--- config.mk ---
export PLATFORM = sky130hd
export DESIGN_NAME = fmh_host
export DESIGN_NICKNAME = d
export VERILOG_FILES = /design/src/fmh_pkg.sv /design/src/fmh_cycle.sv /design/src/fmh_host.sv
export SDC_FILE = /design/constraint.sdc
export NUM_CORES = 1
export LEC_CHECK = 0
export BUFFER_PORTS_ARGS = -buffer_cell sky130_fd_sc_hd__clkbuf_2
export CAP_MARGIN = 20
export CORE_ASPECT_RATIO = 1.5
export CORE_MARGIN = 1
export CORE_UTILIZATION = 45
export DETAILED_ROUTE_END_ITERATION = 10
export GPL_TIMING_DRIVEN = 0
export PLACE_DENSITY = 0.75
export SETUP_SLACK_MARGIN = 0.4
export SYNTH_ARGS = -nofsm -noshare
export SYNTH_HDL_FRONTEND = slang
export SYNTH_SLANG_ARGS = --single-unit
export TNS_END_PERCENT = 5
--- constraint.sdc ---
create_clock -name CLOCK -period 4.3 [get_ports CLOCK]
set_input_delay 0.86 -clock CLOCK [delete_from_list [all_inputs] [get_ports CLOCK]]
set_output_delay 0.86 -clock CLOCK [all_outputs]
set_load 0.03 [all_outputs]
--- src/fmh_pkg.sv ---
// Package for the flash module host controller
package fmh_pkg;
  localparam int ADDR_W          = 20;
  localparam int DATA_W          = 32;
  localparam int HALF_W          = 16;
  localparam int BLOCK_SEL_LSB   = 16;
  localparam int BLOCK_SEL_W     = 4;
  localparam int NUM_DIES        = 2;
  localparam logic [19:0] UNLOCK_ADDR_1 = 20'h0_5555;
  localparam logic [19:0] UNLOCK_ADDR_2 = 20'h0_2AAA;
  localparam logic [7:0]  UNLOCK_DATA_1 = 8'hAA;
  localparam logic [7:0]  UNLOCK_DATA_2 = 8'h55;
  localparam logic [7:0]  CMD_READ_RESET = 8'hF0;
  localparam logic [7:0]  CMD_READ_ID    = 8'h90;
  localparam logic [7:0]  CMD_PROGRAM    = 8'hA0;
  localparam logic [7:0]  CMD_ERASE_SETUP = 8'h80;
  localparam logic [7:0]  CMD_CHIP_ERASE  = 8'h10;
  localparam logic [7:0]  CMD_SECTOR_ERASE = 8'h30;
  localparam logic [7:0]  CMD_ERASE_SUSPEND = 8'hB0;
  localparam logic [3:0]  SETUP_CYCLES  = 4'h2;
  localparam logic [3:0]  STROBE_CYCLES = 4'h4;
  localparam logic [3:0]  HOLD_CYCLES   = 4'h2;

  typedef enum logic [2:0] {
    OP_READ       = 3'h0,
    OP_WRITE      = 3'h1,
    OP_PROGRAM    = 3'h2,
    OP_SECTOR_ERASE = 3'h3,
    OP_CHIP_ERASE = 3'h4,
    OP_SUSPEND    = 3'h5,
    OP_READ_ID    = 3'h6,
    OP_READ_RESET = 3'h7
  } fmh_op_e;

  typedef struct packed {
    fmh_op_e             op;
    logic                wide;
    logic                die;
    logic [ADDR_W-1:0]   addr;
    logic [DATA_W-1:0]   data;
  } fmh_req_s;

  typedef struct packed {
    logic [ADDR_W-1:0]   addr;
    logic [DATA_W-1:0]   data;
    logic                write;
    logic [NUM_DIES-1:0] sel;
  } fmh_cycle_s;
endpackage : fmh_pkg

--- src/fmh_cycle.sv ---
// One asynchronous bus cycle on the flash module pins
`timescale 1ns/10ps
`default_nettype none
module fmh_cycle (
  input  wire logic             clk,
  input  wire logic             rst_n,
  input  wire logic             start,
  input  wire fmh_pkg::fmh_cycle_s cyc,
  input  wire logic [31:0]      dq_in,
  output logic                  done,
  output logic [31:0]           rdata,
  output logic [19:0]           addr_o,
  output logic [31:0]           dq_out,
  output logic                  dq_oe_n,
  output logic [1:0]            sel_n,
  output logic                  we_n,
  output logic                  oe_n
);
  typedef enum logic [3:0] {
    CY_IDLE   = 4'b0001,
    CY_SETUP  = 4'b0010,
    CY_STROBE = 4'b0100,
    CY_HOLD   = 4'b1000
  } fmh_cy_e;

  fmh_cy_e      state_reg;
  logic [3:0]   cnt_reg;
  logic         wr_reg;

  always_ff @(posedge clk or negedge rst_n) begin
    if (!rst_n) begin
      state_reg <= CY_IDLE;
      cnt_reg   <= 4'h0;
      wr_reg    <= 1'b0;
      done      <= 1'b0;
    end else begin
      done <= 1'b0;
      unique case (state_reg)
        CY_IDLE: begin
          if (start) begin
            state_reg <= CY_SETUP;
            cnt_reg   <= fmh_pkg::SETUP_CYCLES;
            wr_reg    <= cyc.write;
          end
        end
        CY_SETUP: begin
          if (cnt_reg == 4'h1) begin
            state_reg <= CY_STROBE;
            cnt_reg   <= fmh_pkg::STROBE_CYCLES;
          end else begin
            cnt_reg <= cnt_reg - 4'h1;
          end
        end
        CY_STROBE: begin
          if (cnt_reg == 4'h1) begin
            state_reg <= CY_HOLD;
            cnt_reg   <= fmh_pkg::HOLD_CYCLES;
          end else begin
            cnt_reg <= cnt_reg - 4'h1;
          end
        end
        CY_HOLD: begin
          if (cnt_reg == 4'h1) begin
            state_reg <= CY_IDLE;
            done      <= 1'b1;
          end else begin
            cnt_reg <= cnt_reg - 4'h1;
          end
        end
      endcase
    end
  end

  // Address and select held stable over the whole cycle so the die latches a settled address
  always_ff @(posedge clk or negedge rst_n) begin
    if (!rst_n) begin
      addr_o  <= 20'h0_0000;
      dq_out  <= 32'h0000_0000;
      sel_n   <= 2'b11;
      dq_oe_n <= 1'b1;
    end else if (start && state_reg == CY_IDLE) begin
      addr_o  <= cyc.addr;
      dq_out  <= cyc.data;
      sel_n   <= ~cyc.sel;
      dq_oe_n <= ~cyc.write;
    end else if (done) begin
      sel_n   <= 2'b11;
      dq_oe_n <= 1'b1;
    end
  end

  always_ff @(posedge clk or negedge rst_n) begin
    if (!rst_n) begin
      we_n <= 1'b1;
      oe_n <= 1'b1;
    end else begin
      we_n <= !(state_reg == CY_SETUP && cnt_reg == 4'h1 && wr_reg)
              && !(state_reg == CY_STROBE && cnt_reg != 4'h1 && wr_reg);
      oe_n <= !(state_reg == CY_SETUP && cnt_reg == 4'h1 && !wr_reg)
              && !(state_reg == CY_STROBE && cnt_reg != 4'h1 && !wr_reg);
    end
  end

  // Sample at strobe end, after access time has elapsed
  always_ff @(posedge clk or negedge rst_n) begin
    if (!rst_n) begin
      rdata <= 32'h0000_0000;
    end else if (state_reg == CY_STROBE && cnt_reg == 4'h1 && !wr_reg) begin
      rdata <= dq_in;
    end
  end
endmodule : fmh_cycle
`default_nettype wire

--- src/fmh_host.sv ---
// Host controller driving the flash module pins
// Operation
// - Host drives command codes on data lines
// - Select low accesses die; edges frame cycle
// - Low write strobe performs command write
// - Low output gate obtains read data
`timescale 1ns/10ps
`default_nettype none
module fmh_host #(
  parameter int MAX_SEQ = 6
) (
  input  wire logic                 CLOCK,
  input  wire logic                 RESET_N,
  input  wire logic                 REQ_VALID,
  output logic                      REQ_READY,
  input  wire fmh_pkg::fmh_req_s    REQ,
  output logic                      RSP_VALID,
  output logic [31:0]               RSP_DATA,
  output logic                      BUSY,
  output logic [19:0]               ADDR,
  input  wire logic [31:0]          DQ_IN,
  output logic [31:0]               DQ_OUT,
  output logic                      DQ_OE_N,
  output logic [1:0]                DIE_SELECT_N_PAIR,
  output logic                      WRITE_N,
  output logic                      GATE_N
);
  typedef enum logic [3:0] {
    HS_IDLE = 4'b0001,
    HS_ISSUE = 4'b0010,
    HS_WAIT = 4'b0100,
    HS_DONE = 4'b1000
  } fmh_hs_e;

  fmh_hs_e             state_reg;
  fmh_pkg::fmh_req_s   req_reg;
  logic [2:0]          step_reg;
  logic [2:0]          steps;
  logic                cyc_start;
  logic                cyc_done;
  logic [31:0]         cyc_rdata;
  fmh_pkg::fmh_cycle_s cyc;
  logic                busy_reg;

  // Byte command replicated onto both 16-bit halves so either die sees it
  function automatic logic [31:0] fmh_cmd(input logic [7:0] c);
    fmh_cmd = {8'h00, c, 8'h00, c};
  endfunction : fmh_cmd

  // Sequence length per operation
  always_comb begin
    unique case (req_reg.op)
      fmh_pkg::OP_READ, fmh_pkg::OP_WRITE:     steps = 3'h1;
      fmh_pkg::OP_SUSPEND:                     steps = 3'h1;
      fmh_pkg::OP_PROGRAM:                     steps = 3'h4;
      fmh_pkg::OP_READ_ID, fmh_pkg::OP_READ_RESET: steps = 3'h3;
      default:                                 steps = 3'(MAX_SEQ); // Erase is the longest
    endcase
  end

  // Cycle contents for each step of the sequence
  always_comb begin
    cyc.sel   = req_reg.wide ? 2'b11 : (req_reg.die ? 2'b10 : 2'b01);
    cyc.write = 1'b1;
    cyc.addr  = fmh_pkg::UNLOCK_ADDR_1;
    cyc.data  = fmh_cmd(fmh_pkg::UNLOCK_DATA_1);
    if (req_reg.op == fmh_pkg::OP_READ) begin
      cyc.write = 1'b0;
      cyc.addr  = req_reg.addr;
    end else if (req_reg.op == fmh_pkg::OP_WRITE) begin
      cyc.addr  = req_reg.addr;
      cyc.data  = req_reg.data;
    end else if (req_reg.op == fmh_pkg::OP_SUSPEND) begin
      cyc.data  = fmh_cmd(fmh_pkg::CMD_ERASE_SUSPEND);
    end else begin
      unique case (step_reg)
        3'h0, 3'h3: begin
          cyc.addr = fmh_pkg::UNLOCK_ADDR_1;
          cyc.data = fmh_cmd(fmh_pkg::UNLOCK_DATA_1);
        end
        3'h1, 3'h4: begin
          cyc.addr = fmh_pkg::UNLOCK_ADDR_2;
          cyc.data = fmh_cmd(fmh_pkg::UNLOCK_DATA_2);
        end
        default: begin
          cyc.addr = fmh_pkg::UNLOCK_ADDR_1;
          cyc.data = fmh_cmd(fmh_pkg::CMD_ERASE_SETUP);
        end
      endcase
      if (step_reg == 3'h2) begin
        unique case (req_reg.op)
          fmh_pkg::OP_PROGRAM:    cyc.data = fmh_cmd(fmh_pkg::CMD_PROGRAM);
          fmh_pkg::OP_READ_ID:    cyc.data = fmh_cmd(fmh_pkg::CMD_READ_ID);
          fmh_pkg::OP_READ_RESET: cyc.data = fmh_cmd(fmh_pkg::CMD_READ_RESET);
          default:                cyc.data = fmh_cmd(fmh_pkg::CMD_ERASE_SETUP);
        endcase
      end
      if (step_reg == 3'h3 && req_reg.op == fmh_pkg::OP_PROGRAM) begin
        cyc.addr = req_reg.addr;
        cyc.data = req_reg.data;
      end
      if (step_reg == 3'h5) begin
        if (req_reg.op == fmh_pkg::OP_CHIP_ERASE) begin
          cyc.data = fmh_cmd(fmh_pkg::CMD_CHIP_ERASE);
        end else begin
          // Block chosen by upper address bits only
          cyc.addr = {req_reg.addr[fmh_pkg::ADDR_W-1 -: fmh_pkg::BLOCK_SEL_W],
                      {fmh_pkg::BLOCK_SEL_LSB{1'b0}}};
          cyc.data = fmh_cmd(fmh_pkg::CMD_SECTOR_ERASE);
        end
      end
    end
  end

  assign REQ_READY = (state_reg == HS_IDLE);
  assign cyc_start = (state_reg == HS_ISSUE);

  always_ff @(posedge CLOCK or negedge RESET_N) begin
    if (!RESET_N) begin
      state_reg <= HS_IDLE;
      step_reg  <= 3'h0;
      req_reg   <= '0;
    end else begin
      unique case (state_reg)
        HS_IDLE: begin
          if (REQ_VALID) begin
            req_reg   <= REQ;
            step_reg  <= 3'h0;
            state_reg <= HS_ISSUE;
          end
        end
        HS_ISSUE: state_reg <= HS_WAIT;
        HS_WAIT: begin
          if (cyc_done) begin
            if (step_reg == steps - 3'h1) begin
              state_reg <= HS_DONE;
            end else begin
              step_reg  <= step_reg + 3'h1;
              state_reg <= HS_ISSUE;
            end
          end
        end
        HS_DONE: state_reg <= HS_IDLE;
      endcase
    end
  end

  // Program and erase set BUSY; a read reset or suspend request clears it when taken, any other request when it completes
  always_ff @(posedge CLOCK or negedge RESET_N) begin
    if (!RESET_N) begin
      busy_reg <= 1'b0;
    end else if (state_reg == HS_DONE) begin
      busy_reg <= (req_reg.op == fmh_pkg::OP_PROGRAM)
               || (req_reg.op == fmh_pkg::OP_SECTOR_ERASE)
               || (req_reg.op == fmh_pkg::OP_CHIP_ERASE);
    end else if (state_reg == HS_IDLE && REQ_VALID
                 && (REQ.op == fmh_pkg::OP_READ_RESET || REQ.op == fmh_pkg::OP_SUSPEND)) begin
      busy_reg <= 1'b0;
    end
  end
  assign BUSY = busy_reg;

  always_ff @(posedge CLOCK or negedge RESET_N) begin
    if (!RESET_N) begin
      RSP_VALID <= 1'b0;
      RSP_DATA  <= 32'h0000_0000;
    end else begin
      RSP_VALID <= (state_reg == HS_DONE);
      if (cyc_done && !cyc.write) begin
        RSP_DATA <= cyc_rdata;
      end
    end
  end

  fmh_cycle u_cycle (
    .clk     (CLOCK),
    .rst_n   (RESET_N),
    .start   (cyc_start),
    .cyc     (cyc),
    .dq_in   (DQ_IN),
    .done    (cyc_done),
    .rdata   (cyc_rdata),
    .addr_o  (ADDR),
    .dq_out  (DQ_OUT),
    .dq_oe_n (DQ_OE_N),
    .sel_n   (DIE_SELECT_N_PAIR),
    .we_n    (WRITE_N),
    .oe_n    (GATE_N)
  );
endmodule : fmh_host
`default_nettype wire

# --- After elaboration in Yosys (flattened, before gate mapping) ---
# Index checks and enable logic that the tools add are counted.
classes:
  n_reduce_logical: 38
  n_addsub: 3
  mux: 44
  n_bitwise: 1
  eq_ne: 33
op_table:
  columns: ["cell", "count"]
  rows:
  - ["52-bit 2-to-1 mux", 6]
  - ["32-bit 2-to-1 mux", 3]
  - ["47-bit case mux with 2 select lines", 1]
  - ["23-bit case mux with 3 select lines", 1]
  - ["20-bit 2-to-1 mux", 3]
  - ["4-bit case mux with 4 select lines", 3]
  - ["4-bit 2-to-1 mux", 10]
  - ["3-bit equality test, second input constant", 8]
  - ["22-bit 2-to-1 mux", 1]
  - ["1-bit logical AND", 15]
  - ["3-bit by 2-bit equality test with 1-bit output, second input constant", 4]
  - ["4-bit by 1-bit equality test with 1-bit output, second input constant", 3]
  - ["2-bit by 1-bit != test with 1-bit output, second input constant", 5]
  - ["3-bit 2-to-1 mux", 3]
  - ["3-bit case mux with 3 select lines", 1]
  - ["4-bit by 2-bit equality test with 1-bit output, second input constant", 2]
  - ["4-bit by 3-bit equality test with 1-bit output, second input constant", 2]
  - ["4-bit equality test, second input constant", 2]
  - ["2-bit 2-to-1 mux", 4]
  - ["2-bit AND reduction", 4]
  - ["4-bit AND reduction", 2]
  - ["1-bit 2-to-1 mux", 7]
  - ["3-bit by 1-bit equality test with 1-bit output, second input constant", 2]
  - ["3-bit logical NOT", 2]
  - ["other kinds (13)", 25]
word_totals:
  register_bits: 197
  in_bits: 92
  elab_cells: 140

# --- Logic depth before layout (Yosys ltp) ---
depth:
  word_depth: 13
  ltp_mapped: 9
  mapped_depth_nobuf: 7

# --- Hierarchy ---
# From an unflattened synthesis, not the netlist that was laid out.
hier_totals:
  hier_cells: 682
  area_unflattened_um2: 8921.1
by_module_without_submodules:
  columns: ["mod", "instances", "seq_area_each_um2", "cells_each", "area_each_um2"]
  rows:
  - ["fmh_host", 1, 2453.6, 416, 4937.2]
  - ["fmh_cycle", 1, 2484.9, 266, 3983.8]

# --- Worst setup path after synthesis ---
# Ideal clock, no wire load.
synth_timing:
  kind: "register to register"
  startpoint: "reg step_reg[1]"
  endpoint: "reg u_cycle.dq_out[17]"
  t_arrival_ps: 2031
  stages_incl_launch_ff: 8
  setup_ps: 127
  synth_period_minus_slack_ps: 2157
  setup_slack_ps: 2143
  path_buffers: 1
  cell_sequence: "dfrtp_1 ha_1 ha_1 clkbuf_1 a21o_1 and3_1 or4_4 nor2b_1"
synth_via:
  elab_chain_len: 12
  elab_cells_between_ends: 19
synth_lines:
  columns: ["item", "line_no", "source"]
  rows:
  - ["start: declaration", "fmh_host.sv:37", "logic [2:0] step_reg;"]
  - ["start signal: assignment", "fmh_host.sv:138", "step_reg <= step_reg + 3'h1;"]
  - ["3-bit by 1-bit equality test with 1-bit output, or another cell as far along", "fmh_host.sv:76", "unique case (step_reg)"]
  - ["2-bit OR reduction", "fmh_host.sv:76", null]
  - ["47-bit case mux with 2 select lines", "fmh_host.sv:76", null]
  - ["52-bit 2-to-1 mux", "fmh_host.sv:73", "end else if (req_reg.op == fmh_pkg::OP_SUSPEND) begin"]
  - ["52-bit 2-to-1 mux", "fmh_host.sv:70", "end else if (req_reg.op == fmh_pkg::OP_WRITE) begin"]
  - ["52-bit 2-to-1 mux", "fmh_host.sv:67", "if (req_reg.op == fmh_pkg::OP_READ) begin"]
  - ["32-bit 2-to-1 mux", "fmh_host.sv:90", "if (step_reg == 3'h2) begin"]
  - ["52-bit 2-to-1 mux", "fmh_host.sv:98", "if (step_reg == 3'h3 && req_reg.op == fmh_pkg::OP_PROGRAM) begin"]
  - ["52-bit 2-to-1 mux *", "fmh_host.sv:102", "if (step_reg == 3'h5) begin"]
  - ["32-bit 2-to-1 mux *", "fmh_host.sv:73", null]
  - ["52-bit 2-to-1 mux *", "fmh_host.sv:70", null]
  - ["32-bit 2-to-1 mux *", "fmh_host.sv:67", null]
  - ["end signal: assignment", "fmh_cycle.sv:83", "dq_out <= cyc.data;"]
  - ["end: declaration", "fmh_cycle.sv:13", "output logic [31:0] dq_out,"]
# Every way passes the cells marked *; elsewhere a longest branch is shown, timed or not. The select of a mux whose other input is x is not followed.
# A chain may end at the register's enable or synchronous reset.

# --- Worst setup path in the final report ---
layout_timing:
  startpoint: "reg step_reg[1]"
  endpoint: "reg u_cycle.dq_out[29]"
layout_via:
  elab_chain_len: 7
  elab_cells_between_ends: 10
layout_lines:
  columns: ["item", "line_no"]
  rows:
  - ["3-bit by 2-bit equality test with 1-bit output, on equally long branches", "fmh_host.sv:90, fmh_host.sv:98"]
  - ["32-bit 2-to-1 mux or 1-bit logical AND (tied branches)", "fmh_host.sv:90, fmh_host.sv:98"]
  - ["52-bit 2-to-1 mux", "fmh_host.sv:98"]
  - ["52-bit 2-to-1 mux *", "fmh_host.sv:102"]
  - ["32-bit 2-to-1 mux *", "fmh_host.sv:73"]
  - ["52-bit 2-to-1 mux *", "fmh_host.sv:70"]
  - ["32-bit 2-to-1 mux *", "fmh_host.sv:67"]
# Every way passes the cells marked *; elsewhere a longest branch is shown, timed or not.

==> impl_metrics.env <==
export IMPL_fp_row_count=61
export IMPL_yosys_cell_types_count=69
export IMPL_avgSynthCellArea_um2=12.6
export IMPL_die_y_um=170
export IMPL_root_buffer="clkbuf_16"
export IMPL_cp_start_kind="register"
export IMPL_routabilityCongestion=0.909
export IMPL_final_cell_mix="190 x dfrtp_1, 182 x clkbuf_2, 116 x mux2_2"
export IMPL_drt_iter0_drc=296
export IMPL_cp_required_ps=4670
export IMPL_vias=6064
export IMPL_startpoint="step_reg[1]"
export IMPL_critPathKind="reg2reg"
export IMPL_ir_worst_vdd_mv=0.534
export IMPL_syn_area_um2=8430
export IMPL_wl_mm=19.9
export IMPL_clk_latency_ps=430
export IMPL_setup_slack_ps=1720
export IMPL_wl_per_cell_um=17.5
export IMPL_setup_viol=0
export IMPL_power_density_nw_per_um2=483
export IMPL_synth_ff_type="dfrtp_1"
export IMPL_grt_max_degree=112
export IMPL_tightest_slew_ps=909
export IMPL_synth_seq_area_share=0.586
export IMPL_n_antenna_cell=0
export IMPL_p_leak_uw=0.00499
export IMPL_outcome="finished clean"
export IMPL_met1_length_mm=7.55
export IMPL_cts_tree="yes"
export IMPL_start_util=0.457
export IMPL_synth_async_sr_flop_share=1.00
export IMPL_max_freq_mhz=387
export IMPL_antenna_left=0
export IMPL_drive_gt1_frac=0.429
export IMPL_overflow=0
export IMPL_met3_length_mm=1.14
export IMPL_die_x_um=114
export IMPL_dp_slack_ps=1730
export IMPL_core_um2=18500
export IMPL_final_common_cell="dfrtp_1"
export IMPL_critPathArrivalTime_ps=2950
export IMPL_drc_errors=0
export IMPL_die_area_um2=19300
export IMPL_pin_count=184
export IMPL_highest_layer="met4"
export IMPL_cts_reportedPaths_clkPinSlew_ps=80
export IMPL_grt_pass1_wl_mm=31.8
export IMPL_period_minus_slack_ps=2580
export IMPL_setup_tns_ps=0
export IMPL_grt_setup_unrepaired="no"
export IMPL_clock_sinks=197
export IMPL_cp_end_kind="register"
export IMPL_groute_usage_overall=0.214
export IMPL_final_cell_area_um2=10300
export IMPL_grt_pass1_vias=6259
export IMPL_cts_resized=0
export IMPL_io_buffers=183
export IMPL_slew_limit_headroom=0.394
export IMPL_r2r_setup_slack_ps=1720
export IMPL_reg2reg_depth=8
export IMPL_numCtsBuffers=17
export IMPL_r2r_start="step_reg[1]"
export IMPL_syn_nets=766
export IMPL_cts_hold_buffers_added=0
export IMPL_antenna_found_initial=0
export IMPL_worst_clock_skew_ps=9.92
export IMPL_critPathMaxFanout=10
export IMPL_hold_path_class="reg2reg"
export IMPL_h_tree_depth=4
export IMPL_drv_cap=0
export IMPL_final_period_utilization=0.601
export IMPL_dr_wl_met2_mm=10.6
export IMPL_drv_slew=0
export IMPL_postCtsSetupRepairBufs=0
export IMPL_synth_edf_count=0
export IMPL_nNetsFinal=969
export IMPL_place_area_um2=9700
export IMPL_area_growth_pct=21.9
export IMPL_final_hold_violation_count=0
export IMPL_nFillCells=1642
export IMPL_r2r_end="u_cycle.dq_out[29]"
export IMPL_crit_path_end="u_cycle.dq_out[29]"
export IMPL_final_core_util=0.557
export IMPL_firstDrtPassIters=4
export IMPL_largest_reg_flops=57
export IMPL_ys_ff_latch=197
export IMPL_cts_buffer_depth=2
export IMPL_whs_ps=435
export IMPL_avgViaCountPerCell=5.34
export IMPL_post_dp_hpwl_mm=14.8
export IMPL_ys_warn_count=0
export IMPL_netlist_instances=667
power by group:
group          switching (uW)  internal (uW)
Clock                     763            788
Sequential                166           2130
Combinational             722            400
cell families (layout without fill, tap and decap cells):
| family | Yosys count | count (layout) | synth area share |
|---|---|---|---|
| AO/OA/AOI/OAI | 123 | 123 | 0.103 |
| XOR/XNOR | 3 | 3 | 0.00312 |
| adder cells (fa/ha/maj) | 7 | 7 | 0.0104 |
| buffers and inverters | 49 | 265 | 0.0279 |
| flip-flops | 197 | 197 | 0.586 |
| multiplexers | 126 | 126 | 0.168 |
| AND/OR/NAND/NOR | 162 | 162 | 0.103 |
metrics by stage:
stage / std cells / power (uW)
2_1_floorplan: 667 / 3060
3_3_place_gp: 1102 / 3420
3_5_place_dp: 1103 / 3460
4_1_cts: 1135 / 5010
5_1_grt: 1135 / 5200
6_report: 1135 / 4960
Yosys cell counts (3+ instances only):
master    count  area share
a31oi_1       5      0.0037
o211ai_1      5      0.0045
buf_4         8      0.0071
nand3b_1      4      0.0036
nand3_1       5      0.0030
clkbuf_1     14      0.0062
nor2_1       50       0.022
nor3_1       12      0.0071
nor2b_1      15       0.011
o22ai_1       4      0.0030
nor3b_1       6      0.0053
xnor2_1       3      0.0031
and2_1        3      0.0022
buf_2        17       0.010
o21ai_1       5      0.0030
dfrtp_1     190        0.56
o21ai_0      22       0.013
nand2_1      38       0.017
a211oi_1      6      0.0053
mux2_2      116        0.15
a221oi_1      3      0.0031
inv_1         8      0.0036
nor4_1        3      0.0022
nand2b_1      5      0.0037
a21oi_1      23       0.014
a22o_1       20       0.021
mux2_1        8       0.011
dfstp_2       7       0.022
and3_1        3      0.0022
ha_1          7       0.010
o32ai_1       4      0.0042
routing by layer:
layer / GRT usage / up-vias
li1: - / 2812
met1: 0.231 / 3032
met2: 0.389 / 179
met3: 0.0561 / 41
met4: 0.0954 / 0
met5: 0 / -
area by class of cell:
cell class | count | area [um^2] | area share
clock buffer | 18 | 439 | 0.0427
timing repair buffer | 184 | 952 | 0.0926
multi-input combinational | 421 | 3260 | 0.317
inverter | 9 | 33.8 | 0.00329
clock inverter | 14 | 143 | 0.0139
tap | 252 | 315 | 0.0307
buffer | 40 | 201 | 0.0196
sequential | 197 | 4940 | 0.480
how the worst min path moves through the flow:
stage	from	to	slack, ps	depth (start not counted)
floorplan	req_reg[53]	u_cycle.sel_n[1]	410	1
global placement	req_reg[53]	u_cycle.sel_n[1]	420	1
detailed placement	req_reg[53]	u_cycle.sel_n[1]	430	1
CTS	req_reg[53]	u_cycle.sel_n[1]	440	1
global route	req_reg[52]	u_cycle.sel_n[1]	450	1
finish	req_reg[53]	u_cycle.sel_n[1]	430	1
worst max-delay path: stages, from the launching register on:
cell and delay, ps:
dfrtp_1 500, ha_1 210, ha_1 170, clkbuf_1 340, nor2b_1 220, a31oi_1 140
nor3_2 430, buf_2 330, a22o_1 180
No activity file was read; power rests on OpenSTA's default activity.
